===== src/lvt_pkg.sv =====
package lvt_pkg;

  // register numbers on the management port
  localparam logic [15:0] LOOKUP_CMD_ADDR   = 16'h1802;
  localparam logic [15:0] READ_LOWER_ADDR   = 16'h1805;
  localparam logic [15:0] READ_UPPER_ADDR   = 16'h1806;
  localparam logic [15:0] STATUS_ADDR       = 16'h1808;
  localparam logic [15:0] CONFIG_ADDR       = 16'h1809;
  localparam logic [15:0] VLAN_CMD_ADDR     = 16'h180B;
  localparam logic [15:0] VLAN_WDATA_ADDR   = 16'h180C;
  localparam logic [15:0] VLAN_RDATA_ADDR   = 16'h180D;
  localparam logic [15:0] VLAN_STATUS_ADDR  = 16'h180E;

  // field positions
  localparam int CMD_GET_NEXT_BIT   = 0;
  localparam int CMD_GET_FIRST_BIT  = 1;
  localparam int CMD_MAKE_BIT       = 2;
  localparam int STS_MAKE_PEND_BIT  = 0;
  localparam int STS_INIT_DONE_BIT  = 1;
  localparam int CFG_AGE_TEST_BIT   = 0;
  localparam int ACCESS_DIRECTION_BIT       = 5;
  localparam int VLAN_SEL_BIT       = 4;
  localparam int VLAN_IDX_LSB       = 0;
  localparam int VLAN_IDX_W         = 4;
  localparam int VLAN_PEND_BIT      = 0;
  localparam int VLAN_DATA_W        = 18;
  localparam int PVID_DATA_W        = 15;
  localparam int VLAN_ENTRIES       = 16;
  localparam int PVID_ENTRIES       = 3;

  // reset values
  localparam logic [14:0] PVID_RESET   = 15'h0001;
  localparam logic [17:0] VLAN_RESET   = 18'h00000;
  localparam logic [31:0] READ_ZERO    = 32'h00000000;

  // timing
  localparam int AGE_W                      = 40;
  localparam longint unsigned CLK_FREQ_HZ   = 25000000;
  localparam longint unsigned CLK_PERIOD_NS = 40;
  localparam longint unsigned INIT_TIME_NS  = 20000;
  localparam longint unsigned AGE_NORMAL_MIN = 5;
  localparam longint unsigned AGE_TEST_MS   = 50;
  localparam logic [AGE_W-1:0] INIT_CYCLES =
    AGE_W'((INIT_TIME_NS + CLK_PERIOD_NS - 1) / CLK_PERIOD_NS);
  localparam logic [AGE_W-1:0] AGE_NORMAL_CYCLES =
    AGE_W'(AGE_NORMAL_MIN * 60 * CLK_FREQ_HZ);
  localparam logic [AGE_W-1:0] AGE_TEST_CYCLES =
    AGE_W'(AGE_TEST_MS * CLK_FREQ_HZ / 1000);
  localparam logic [1:0] VLAN_ACCESS_CYCLES = 2'h2;

  typedef struct packed {
    logic        rd;
    logic        wr;
    logic [15:0] addr;
    logic [31:0] wdata;
  } lvt_reg_req_t;

  typedef struct packed {
    logic [31:0] mac_first;
    logic        is_static;
    logic        filter;
    logic        prio_en;
    logic [2:0]  prio;
    logic [2:0]  port;
    logic [15:0] mac_last;
  } lvt_entry_t;

  typedef struct packed {
    logic make;
    logic get_first;
    logic get_next;
  } lvt_lookup_cmd_t;

  typedef struct packed {
    logic       rnw;
    logic       pvid_sel;
    logic [3:0] index;
  } lvt_vlan_cmd_t;

  typedef enum logic [0:0] {
    VLAN_IDLE = 1'b0,
    VLAN_BUSY = 1'b1
  } lvt_vlan_state_t;

endpackage


===== src/lvt_timer.sv =====
`timescale 1ns/1ps
`default_nettype none
module lvt_timer #(
  parameter int W = 40
) (
  input  wire logic         i_clk,
  input  wire logic         i_rst_n,
  input  wire logic         i_run,
  input  wire logic         i_restart,
  input  wire logic [W-1:0] i_period,
  output logic              o_expire
);

  logic [W-1:0] cnt;
  logic [W-1:0] next_cnt;
  logic         next_expire;

  if (W < 2) begin : g_chk
    $error("lvt_timer width too small");
  end

  // periodic count; restart or a stop puts it back to zero
  always_comb begin
    next_cnt    = cnt;
    next_expire = 1'b0;
    if (i_restart || !i_run) begin
      next_cnt = '0;
    end else if (cnt >= i_period - W'(1)) begin
      next_cnt    = '0;
      next_expire = 1'b1;
    end else begin
      next_cnt = cnt + W'(1);
    end
  end

  always_ff @(posedge i_clk or negedge i_rst_n) begin
    if (!i_rst_n) begin
      cnt      <= '0;
      o_expire <= 1'b0;
    end else begin
      cnt      <= next_cnt;
      o_expire <= next_expire;
    end
  end

endmodule
`default_nettype wire


===== src/lvt_regs.sv =====
// Function
// port field encodes single port or group
// low upper-word bits hold last MAC bits
// init-done reads 0, self-sets, not writable
// table init runs after every fabric reset
// init about 20 us, drop packets meanwhile
// software waits for init-done before writing
// make-pending set during entry creation command
// age test shortens aging to 50 ms
// each VLAN command write launches one access
// read pending until done, then read data
// write data loaded first, pending shows completion
// bit 5 selects read or write
// bit 4 selects port VID or VLAN
// index 0-15 or 0-2, else undefined
// valid clears on get command, sets on find
// command writes ignored while access pending
`timescale 1ns/1ps
`default_nettype none
module lvt_regs #(
  parameter logic [39:0] AGE_NORMAL_CYCLES = lvt_pkg::AGE_NORMAL_CYCLES,
  parameter logic [39:0] AGE_TEST_CYCLES   = lvt_pkg::AGE_TEST_CYCLES
) (
  input  wire logic                      I_MCLK,
  input  wire logic                      I_RST_N,
  input  wire lvt_pkg::lvt_reg_req_t     I_REG_REQ,
  output logic [31:0]                    O_REG_RDATA,
  output logic                           O_REG_ACK,
  input  wire lvt_pkg::lvt_entry_t       I_ENTRY,
  input  wire logic                      I_ENTRY_FOUND,
  input  wire logic                      I_END_OF_TABLE,
  input  wire logic                      I_MAKE_DONE,
  output var lvt_pkg::lvt_lookup_cmd_t   O_LOOKUP_CMD,
  output logic                           O_RX_DROP,
  output logic                           O_AGE_TICK
);

  if (AGE_TEST_CYCLES < 40'h2 || AGE_NORMAL_CYCLES < 40'h2) begin : g_chk
    $error("aging periods must be at least two cycles");
  end

  localparam int VW = lvt_pkg::VLAN_DATA_W;
  localparam int PW = lvt_pkg::PVID_DATA_W;

  logic                      init_done;
  logic                      next_init_done;
  logic                      init_expire;
  logic                      age_expire;
  logic                      age_test;
  logic                      next_age_test;
  logic                      make_pending;
  logic                      next_make_pending;
  logic                      entry_valid;
  logic                      next_entry_valid;
  logic                      end_of_table;
  logic                      next_end_of_table;
  lvt_pkg::lvt_entry_t       entry;
  lvt_pkg::lvt_entry_t       next_entry;
  lvt_pkg::lvt_lookup_cmd_t  next_lookup_cmd;
  lvt_pkg::lvt_vlan_cmd_t    vlan_cmd;
  lvt_pkg::lvt_vlan_cmd_t    next_vlan_cmd;
  lvt_pkg::lvt_vlan_state_t  vstate;
  lvt_pkg::lvt_vlan_state_t  next_vstate;
  logic [1:0]                vwait;
  logic [1:0]                next_vwait;
  logic [VW-1:0]             vlan_wdata;
  logic [VW-1:0]             next_vlan_wdata;
  logic [VW-1:0]             vlan_rdata;
  logic [VW-1:0]             next_vlan_rdata;
  logic [VW-1:0]             vlan_tab [lvt_pkg::VLAN_ENTRIES];
  logic [VW-1:0]             next_vlan_tab [lvt_pkg::VLAN_ENTRIES];
  logic [PW-1:0]             pvid_tab [lvt_pkg::PVID_ENTRIES];
  logic [PW-1:0]             next_pvid_tab [lvt_pkg::PVID_ENTRIES];
  logic [31:0]               next_rdata;
  logic                      wr_cmd;
  logic                      wr_cfg;
  logic                      wr_vlan_cmd;
  logic                      vlan_accept;
  logic                      vlan_pend;
  logic [39:0]               age_period;

  assign wr_cmd      = I_REG_REQ.wr &&
                       I_REG_REQ.addr == lvt_pkg::LOOKUP_CMD_ADDR;
  assign wr_cfg      = I_REG_REQ.wr &&
                       I_REG_REQ.addr == lvt_pkg::CONFIG_ADDR;
  assign wr_vlan_cmd = I_REG_REQ.wr &&
                       I_REG_REQ.addr == lvt_pkg::VLAN_CMD_ADDR;
  assign vlan_pend   = (vstate == lvt_pkg::VLAN_BUSY);
  // a command write during a busy access is dropped to protect it
  assign vlan_accept = wr_vlan_cmd && !vlan_pend;
  assign age_period  = age_test ? AGE_TEST_CYCLES
                                : AGE_NORMAL_CYCLES;

  // table init timer; restarts from zero on every reset
  lvt_timer #(
    .W (lvt_pkg::AGE_W)
  ) u_init_timer (
    .i_clk     (I_MCLK),
    .i_rst_n   (I_RST_N),
    .i_run     (!init_done),
    .i_restart (1'b0),
    .i_period  (lvt_pkg::INIT_CYCLES),
    .o_expire  (init_expire)
  );

  // aging timer; a config write restarts so the new period applies at once
  lvt_timer #(
    .W (lvt_pkg::AGE_W)
  ) u_age_timer (
    .i_clk     (I_MCLK),
    .i_rst_n   (I_RST_N),
    .i_run     (init_done),
    .i_restart (wr_cfg),
    .i_period  (age_period),
    .o_expire  (age_expire)
  );

  // lookup status, config and read-result state
  always_comb begin
    next_init_done    = init_done | init_expire;
    next_age_test     = age_test;
    next_make_pending = make_pending;
    next_entry_valid  = entry_valid;
    next_end_of_table = end_of_table;
    next_entry        = entry;
    next_lookup_cmd   = '0;
    if (wr_cfg) begin
      next_age_test = I_REG_REQ.wdata[lvt_pkg::CFG_AGE_TEST_BIT];
    end
    if (wr_cmd) begin
      next_lookup_cmd.make      = I_REG_REQ.wdata[lvt_pkg::CMD_MAKE_BIT];
      next_lookup_cmd.get_first =
        I_REG_REQ.wdata[lvt_pkg::CMD_GET_FIRST_BIT];
      next_lookup_cmd.get_next  =
        I_REG_REQ.wdata[lvt_pkg::CMD_GET_NEXT_BIT];
    end
    // clear first so a same-cycle make command still sets pending
    if (I_MAKE_DONE) begin
      next_make_pending = 1'b0;
    end
    if (next_lookup_cmd.make) begin
      next_make_pending = 1'b1;
    end
    if (next_lookup_cmd.get_first || next_lookup_cmd.get_next) begin
      next_entry_valid  = 1'b0;
      next_end_of_table = 1'b0;
    end
    if (I_ENTRY_FOUND) begin
      next_entry_valid = 1'b1;
      next_entry       = I_ENTRY;
    end
    if (I_END_OF_TABLE) begin
      next_end_of_table = 1'b1;
    end
  end

  always_ff @(posedge I_MCLK or negedge I_RST_N) begin
    if (!I_RST_N) begin
      init_done    <= 1'b0;
      age_test     <= 1'b0;
      make_pending <= 1'b0;
      entry_valid  <= 1'b0;
      end_of_table <= 1'b0;
      entry        <= '0;
      O_LOOKUP_CMD <= '0;
      O_RX_DROP    <= 1'b1;
      O_AGE_TICK   <= 1'b0;
    end else begin
      init_done    <= next_init_done;
      age_test     <= next_age_test;
      make_pending <= next_make_pending;
      entry_valid  <= next_entry_valid;
      end_of_table <= next_end_of_table;
      entry        <= next_entry;
      O_LOOKUP_CMD <= next_lookup_cmd;
      O_RX_DROP    <= !next_init_done;
      O_AGE_TICK   <= age_expire;
    end
  end

  // VLAN / port VID table access sequencer
  always_comb begin
    next_vstate     = vstate;
    next_vwait      = vwait;
    next_vlan_cmd   = vlan_cmd;
    next_vlan_rdata = vlan_rdata;
    next_vlan_wdata = vlan_wdata;
    next_vlan_tab   = vlan_tab;
    next_pvid_tab   = pvid_tab;
    if (I_REG_REQ.wr && I_REG_REQ.addr == lvt_pkg::VLAN_WDATA_ADDR) begin
      next_vlan_wdata = I_REG_REQ.wdata[VW-1:0];
    end
    case (vstate)
      lvt_pkg::VLAN_IDLE: begin
        if (vlan_accept) begin
          next_vlan_cmd.rnw      =
            I_REG_REQ.wdata[lvt_pkg::ACCESS_DIRECTION_BIT];
          next_vlan_cmd.pvid_sel =
            I_REG_REQ.wdata[lvt_pkg::VLAN_SEL_BIT];
          next_vlan_cmd.index    =
            I_REG_REQ.wdata[lvt_pkg::VLAN_IDX_LSB +: lvt_pkg::VLAN_IDX_W];
          next_vwait  = lvt_pkg::VLAN_ACCESS_CYCLES - 2'h1;
          next_vstate = lvt_pkg::VLAN_BUSY;
        end
      end
      lvt_pkg::VLAN_BUSY: begin
        if (vwait != 2'h0) begin
          next_vwait = vwait - 2'h1;
        end else begin
          next_vstate = lvt_pkg::VLAN_IDLE;
          // out-of-range port index reads zero, writes nothing
          if (vlan_cmd.pvid_sel) begin
            if (vlan_cmd.index < 4'(lvt_pkg::PVID_ENTRIES)) begin
              if (vlan_cmd.rnw) begin
                next_vlan_rdata =
                  VW'(pvid_tab[vlan_cmd.index[1:0]]);
              end else begin
                next_pvid_tab[vlan_cmd.index[1:0]] = vlan_wdata[PW-1:0];
              end
            end else if (vlan_cmd.rnw) begin
              next_vlan_rdata = '0;
            end
          end else if (vlan_cmd.rnw) begin
            next_vlan_rdata = vlan_tab[vlan_cmd.index];
          end else begin
            next_vlan_tab[vlan_cmd.index] = vlan_wdata;
          end
        end
      end
      default: begin
        next_vstate = lvt_pkg::VLAN_IDLE;
      end
    endcase
  end

  always_ff @(posedge I_MCLK or negedge I_RST_N) begin
    if (!I_RST_N) begin
      vstate     <= lvt_pkg::VLAN_IDLE;
      vwait      <= 2'h0;
      vlan_cmd   <= '0;
      vlan_rdata <= '0;
      vlan_wdata <= '0;
      for (int i = 0; i < lvt_pkg::VLAN_ENTRIES; i++) begin
        vlan_tab[i] <= lvt_pkg::VLAN_RESET;
      end
      for (int i = 0; i < lvt_pkg::PVID_ENTRIES; i++) begin
        pvid_tab[i] <= lvt_pkg::PVID_RESET;
      end
    end else begin
      vstate     <= next_vstate;
      vwait      <= next_vwait;
      vlan_cmd   <= next_vlan_cmd;
      vlan_rdata <= next_vlan_rdata;
      vlan_wdata <= next_vlan_wdata;
      vlan_tab   <= next_vlan_tab;
      pvid_tab   <= next_pvid_tab;
    end
  end

  // read mux; unmapped numbers read zero
  always_comb begin
    next_rdata = lvt_pkg::READ_ZERO;
    case (I_REG_REQ.addr)
      lvt_pkg::READ_LOWER_ADDR: next_rdata = entry.mac_first;
      lvt_pkg::READ_UPPER_ADDR: begin
        next_rdata = {5'h00, entry_valid, end_of_table, entry.is_static,
                      entry.filter, entry.prio_en, entry.prio,
                      entry.port, entry.mac_last};
      end
      lvt_pkg::STATUS_ADDR: begin
        next_rdata[lvt_pkg::STS_INIT_DONE_BIT] = init_done;
        next_rdata[lvt_pkg::STS_MAKE_PEND_BIT] = make_pending;
      end
      lvt_pkg::CONFIG_ADDR: begin
        next_rdata[lvt_pkg::CFG_AGE_TEST_BIT] = age_test;
      end
      lvt_pkg::VLAN_CMD_ADDR: next_rdata = 32'(vlan_cmd);
      lvt_pkg::VLAN_WDATA_ADDR: next_rdata = 32'(vlan_wdata);
      lvt_pkg::VLAN_RDATA_ADDR: next_rdata = 32'(vlan_rdata);
      lvt_pkg::VLAN_STATUS_ADDR: begin
        next_rdata[lvt_pkg::VLAN_PEND_BIT] = vlan_pend;
      end
      default: next_rdata = lvt_pkg::READ_ZERO;
    endcase
  end

  always_ff @(posedge I_MCLK or negedge I_RST_N) begin
    if (!I_RST_N) begin
      O_REG_RDATA <= 32'h00000000;
      O_REG_ACK   <= 1'b0;
    end else begin
      O_REG_RDATA <= I_REG_REQ.rd ? next_rdata : 32'h00000000;
      O_REG_ACK   <= I_REG_REQ.rd | I_REG_REQ.wr;
    end
  end
endmodule
`default_nettype wire


===== config.mk =====
export PLATFORM = sky130hd
export DESIGN_NAME = lvt_regs
export DESIGN_NICKNAME = d
export VERILOG_FILES = /design/src/lvt_pkg.sv /design/src/lvt_timer.sv /design/src/lvt_regs.sv
export SDC_FILE = /design/constraint.sdc
export NUM_CORES = 1
export LEC_CHECK = 0
export BUFFER_PORTS_ARGS = -buffer_cell sky130_fd_sc_hd__buf_4
export CORE_ASPECT_RATIO = 0.7
export CORE_MARGIN = 3
export CORE_UTILIZATION = 35
export DETAILED_ROUTE_END_ITERATION = 8
export HOLD_SLACK_MARGIN = 0.12
export SLEW_MARGIN = 20
export SYNTH_ARGS = -nofsm -noshare
export SYNTH_HDL_FRONTEND = slang
export SYNTH_SLANG_ARGS = --single-unit

===== constraint.sdc =====
create_clock -name I_MCLK -period 2.7 [get_ports I_MCLK]
set_input_delay 0.27 -clock I_MCLK [delete_from_list [all_inputs] [get_ports I_MCLK]]
set_output_delay 0.27 -clock I_MCLK [all_outputs]
set_load 0.01 [all_outputs]

==> summary.txt <==
Clock tree
  – TritonCTS Sinks: 560
  – Clock transition at the registers of the reported paths: roughly 0.06 ns
  – Clock Latency Late Sink: 0.60 ns
  – CTS tree: done
  – Clock tree buffer depth: 3
  – H-tree levels: 2
  – Clock root buffer: clkbuf_16
  – CTS Buf Count: 55

Synth
  – Post-synth EDFFs: 0
  – Post-synth top flop: dfrtp_1
  – Number of synthesis warnings: 0
  – Share of flip-flops with an asynchronous set or reset: 100%
  – Top cells by area, synth: dfrtp_1, mux2_2, mux4_2
  – Post-synthesis sequential area ratio: 57.0%
  – Synth Cell Area: around 0.025 mm2
  – Seq cells post-synth: 560
  – Syn Inst Count: ~1700
  – Cell accounting for the most synthesized area: dfrtp_1
  – Synth top area share: between 50 and 60%
  – Top post-synthesis cells by count: dfrtp_1, mux2_2, mux4_2, nand2_1, clkbuf_1
  – Count of unique library cells instantiated by Yosys: 63
  – Avg Cell Area, Syn: roughly 14 um2
  – Top-count cell post-synth: dfrtp_1

Timing
  – Final Worst Setup Slack: ~0.15 ns
  – Slew Limit Fails: 0
  – Hold Fails Final Rpt: 0
  – Setup Skew: between 0.02 and 0.03 ns
  – Crit share post-route: 94.5%
  – Max frequency: 392 MHz
  – Hold WS: ~0.24 ns
  – Final setup vio count: 0
  – Tmin final: between 2 and 3 ns
  – Rel. slew slack: 39.3%
  – Worst-Margin Slew: between 0.9 and 1 ns

Place
  – Post-Place Worst Slack: around 0.15 ns
  – Routability cong.: around 0.8
  – Dpl hpwl: a little under 40000 um
  – PortBufs: ~140

Detailed routing
  – Drt pass-1 iters: 9
  – Routed vias: between 15000 and 20000
  – Drt wl/cell: 20.8 um
  – Drt total wl: slightly above 60000 um
  – Vias per cell: 5.20
  – Starting DRT DRC Count: around 1000
  – DRT antenna net count: 0
  – DR DRC count: 0

Cells and area
  – Fillers: 6136
  – Diode count: 0
  – Fin nets: around 2100
  – Share of cells above drive strength 1: 41.4%
  – Layout area overhead: 21.8%

Worst setup path
  – CP Data Required Time: roughly 3.2 ns
  – CP startpoint kind: flop
  – Critical path endpoint category: flop
  – Crit path max fanout: 30
  – Critical path data arrival time: between 3 and 4 ns
  – CP Class: flop to flop

Floorplan
  – CORE AREA: 0.0689 mm2
  – Die Wd: approximately 320 um
  – Row count: 80
  – Die H: 228 um
  – # IOs: 150
  – DIE AREA: 0.0735 mm2
  – Initial Util: between 30 and 40%

GRT
  – Total grt overflow: 0
  – Pin count of the biggest net entering global routing: 76
  – Gr usage total: around 17%
  – First-pass GRT wire length: 95400 um
  – Number of global-route vias before repair: around 16000
  – Initial antenna violation count: 0

Flow run
  – Maxcap violations: 0

Status
  – Outcome: completed

Power and ir drop
  – Flop pwr share: between 40% and 50%
  – Total leakage power: between 10 and 15 nW
  – Clock power share: between 40% and 50%
  – Pint: around 14 mW
  – Worst vdd rail ir drop: around 0.0004 V
  – Power Dens Cells: 576 mW/mm2
  – Switching portion of total power: between 20% and 30%
  – Psw: about 3.6 mW
  – Gate power share: approximately 3.4%

Hold path
  – Min-delay worst type: input pin to flop
==> state kept, by name, indices dropped and copies added (netlist names), 2 cells and up <==
name              cells
pvid_tab             45
u_init_timer.cnt     40
vlan_cmd              6
u_age_timer.cnt      40
O_LOOKUP_CMD          3
vlan_tab            288
O_REG_RDATA          32
vlan_wdata           18
vwait                 2
vlan_rdata           18
entry                57
==> logic make-up (layout without fill, tap and decap cells) <==
logic type	after synthesis	count (layout)	share of synthesized area [%]
compound gates	100	100	2.78
xor+xnor	40	40	1.43
fa+ha+maj	22	22	1.12
buf+inv	134	405	2.39
flops	560	560	57.0
mux	521	521	28.1
other cells	1	37	0.0153
simple gates	320	320	7.19
==> metrics by stage <==
stage	instances	utilization (%)	TNS, ns	area (um2)	power, mW
2_1_floorplan	1734	-	0	24700	8.84
6_report	2907	43.5	0	30000	17.3
5_1_grt	2907	43.5	-0.00127	30000	17.9
3_5_place_dp	2721	39.5	0	27200	9.21
4_1_cts	2905	43.5	0	29900	17.5
3_3_place_gp	2721	39.5	0	27200	9.19
==> metal layers <==
metal | GRT usage, % | up-vias | part of all wire (%)
met1 | 23.7 | 7932 | 47
li1 | - | 6736 | -
met3 | 3.36 | 61 | 5.9
met4 | 3.47 | 0 | 1.4
met2 | 26.0 | 392 | 46
met5 | 0 | - | 0
==> cell usage in the layout, fill, tap and decap left out, drive strengths merged, types with 30 or more instances in the layout <==
cell         netlist  final
nand2             97     97
mux2             414    414
nor2              30     30
dfrtp            556    556
buf               49    208
clkbuf            72     84
nor3              45     45
conb               1     37
nand3             50     50
mux4              90     90
dlygate4sd3        0     82
==> layout make-up <==
type / instances / area [um2] / area share (%)
Sequential cell: 560 / 14000 / 46.8
Multi-Input combinational cell: 1040 / 10100 / 33.9
Timing Repair Buffer: 290 / 2680 / 8.94
Clock buffer: 84 / 1640 / 5.46
Tap cell: 902 / 1130 / 3.77
Clock inverter: 18 / 293 / 0.977
Inverter: 13 / 48.8 / 0.163
==> worst paths after layout <==
check                      slack, ns  cells past startpoint            startpoint                   to
max                             0.15                     10              age_test  u_age_timer.cnt[17]
min                             0.24                      4         I_REG_REQ[35]             age_test
max reg2reg                     0.15                     10              age_test  u_age_timer.cnt[17]
min reg2reg                     0.35                      0  u_age_timer.o_expire           O_AGE_TICK
max in group asynchronous       1.51                      3               I_RST_N        vlan_tab[157]
min in group asynchronous       0.28                      2               I_RST_N             age_test
==> repair_timing <==
action,4_1_cts,5_1_grt
buffers inserted,0,2
hold buffers,82,0
gates resized for setup,0,3
endpoints found under the setup margin,0,35
endpoints found under the hold margin,176,0
==> power groups by stage <==
stage	registers, mW	logic [mW]	clock network (mW)
6_report	8.56	0.582	8.12
4_1_cts	8.56	0.595	8.35
5_1_grt	8.57	0.652	8.68
3_5_place_dp	8.72	0.495	0
3_3_place_gp	8.71	0.478	0
2_1_floorplan	8.70	0.139	0
==> worst max-delay path: stages (launching register included) <==
cell and delay [ns]:
dfrtp_2 0.47, buf_4 0.16, buf_4 0.17, ha_1 0.32, a211o_1 0.26, a21o_1 0.18
a211oi_1 0.21, o21ai_0 0.11, a21o_1 0.20, buf_12 0.17, nor3_1 0.21
Power figures use the tool's default switching activity.
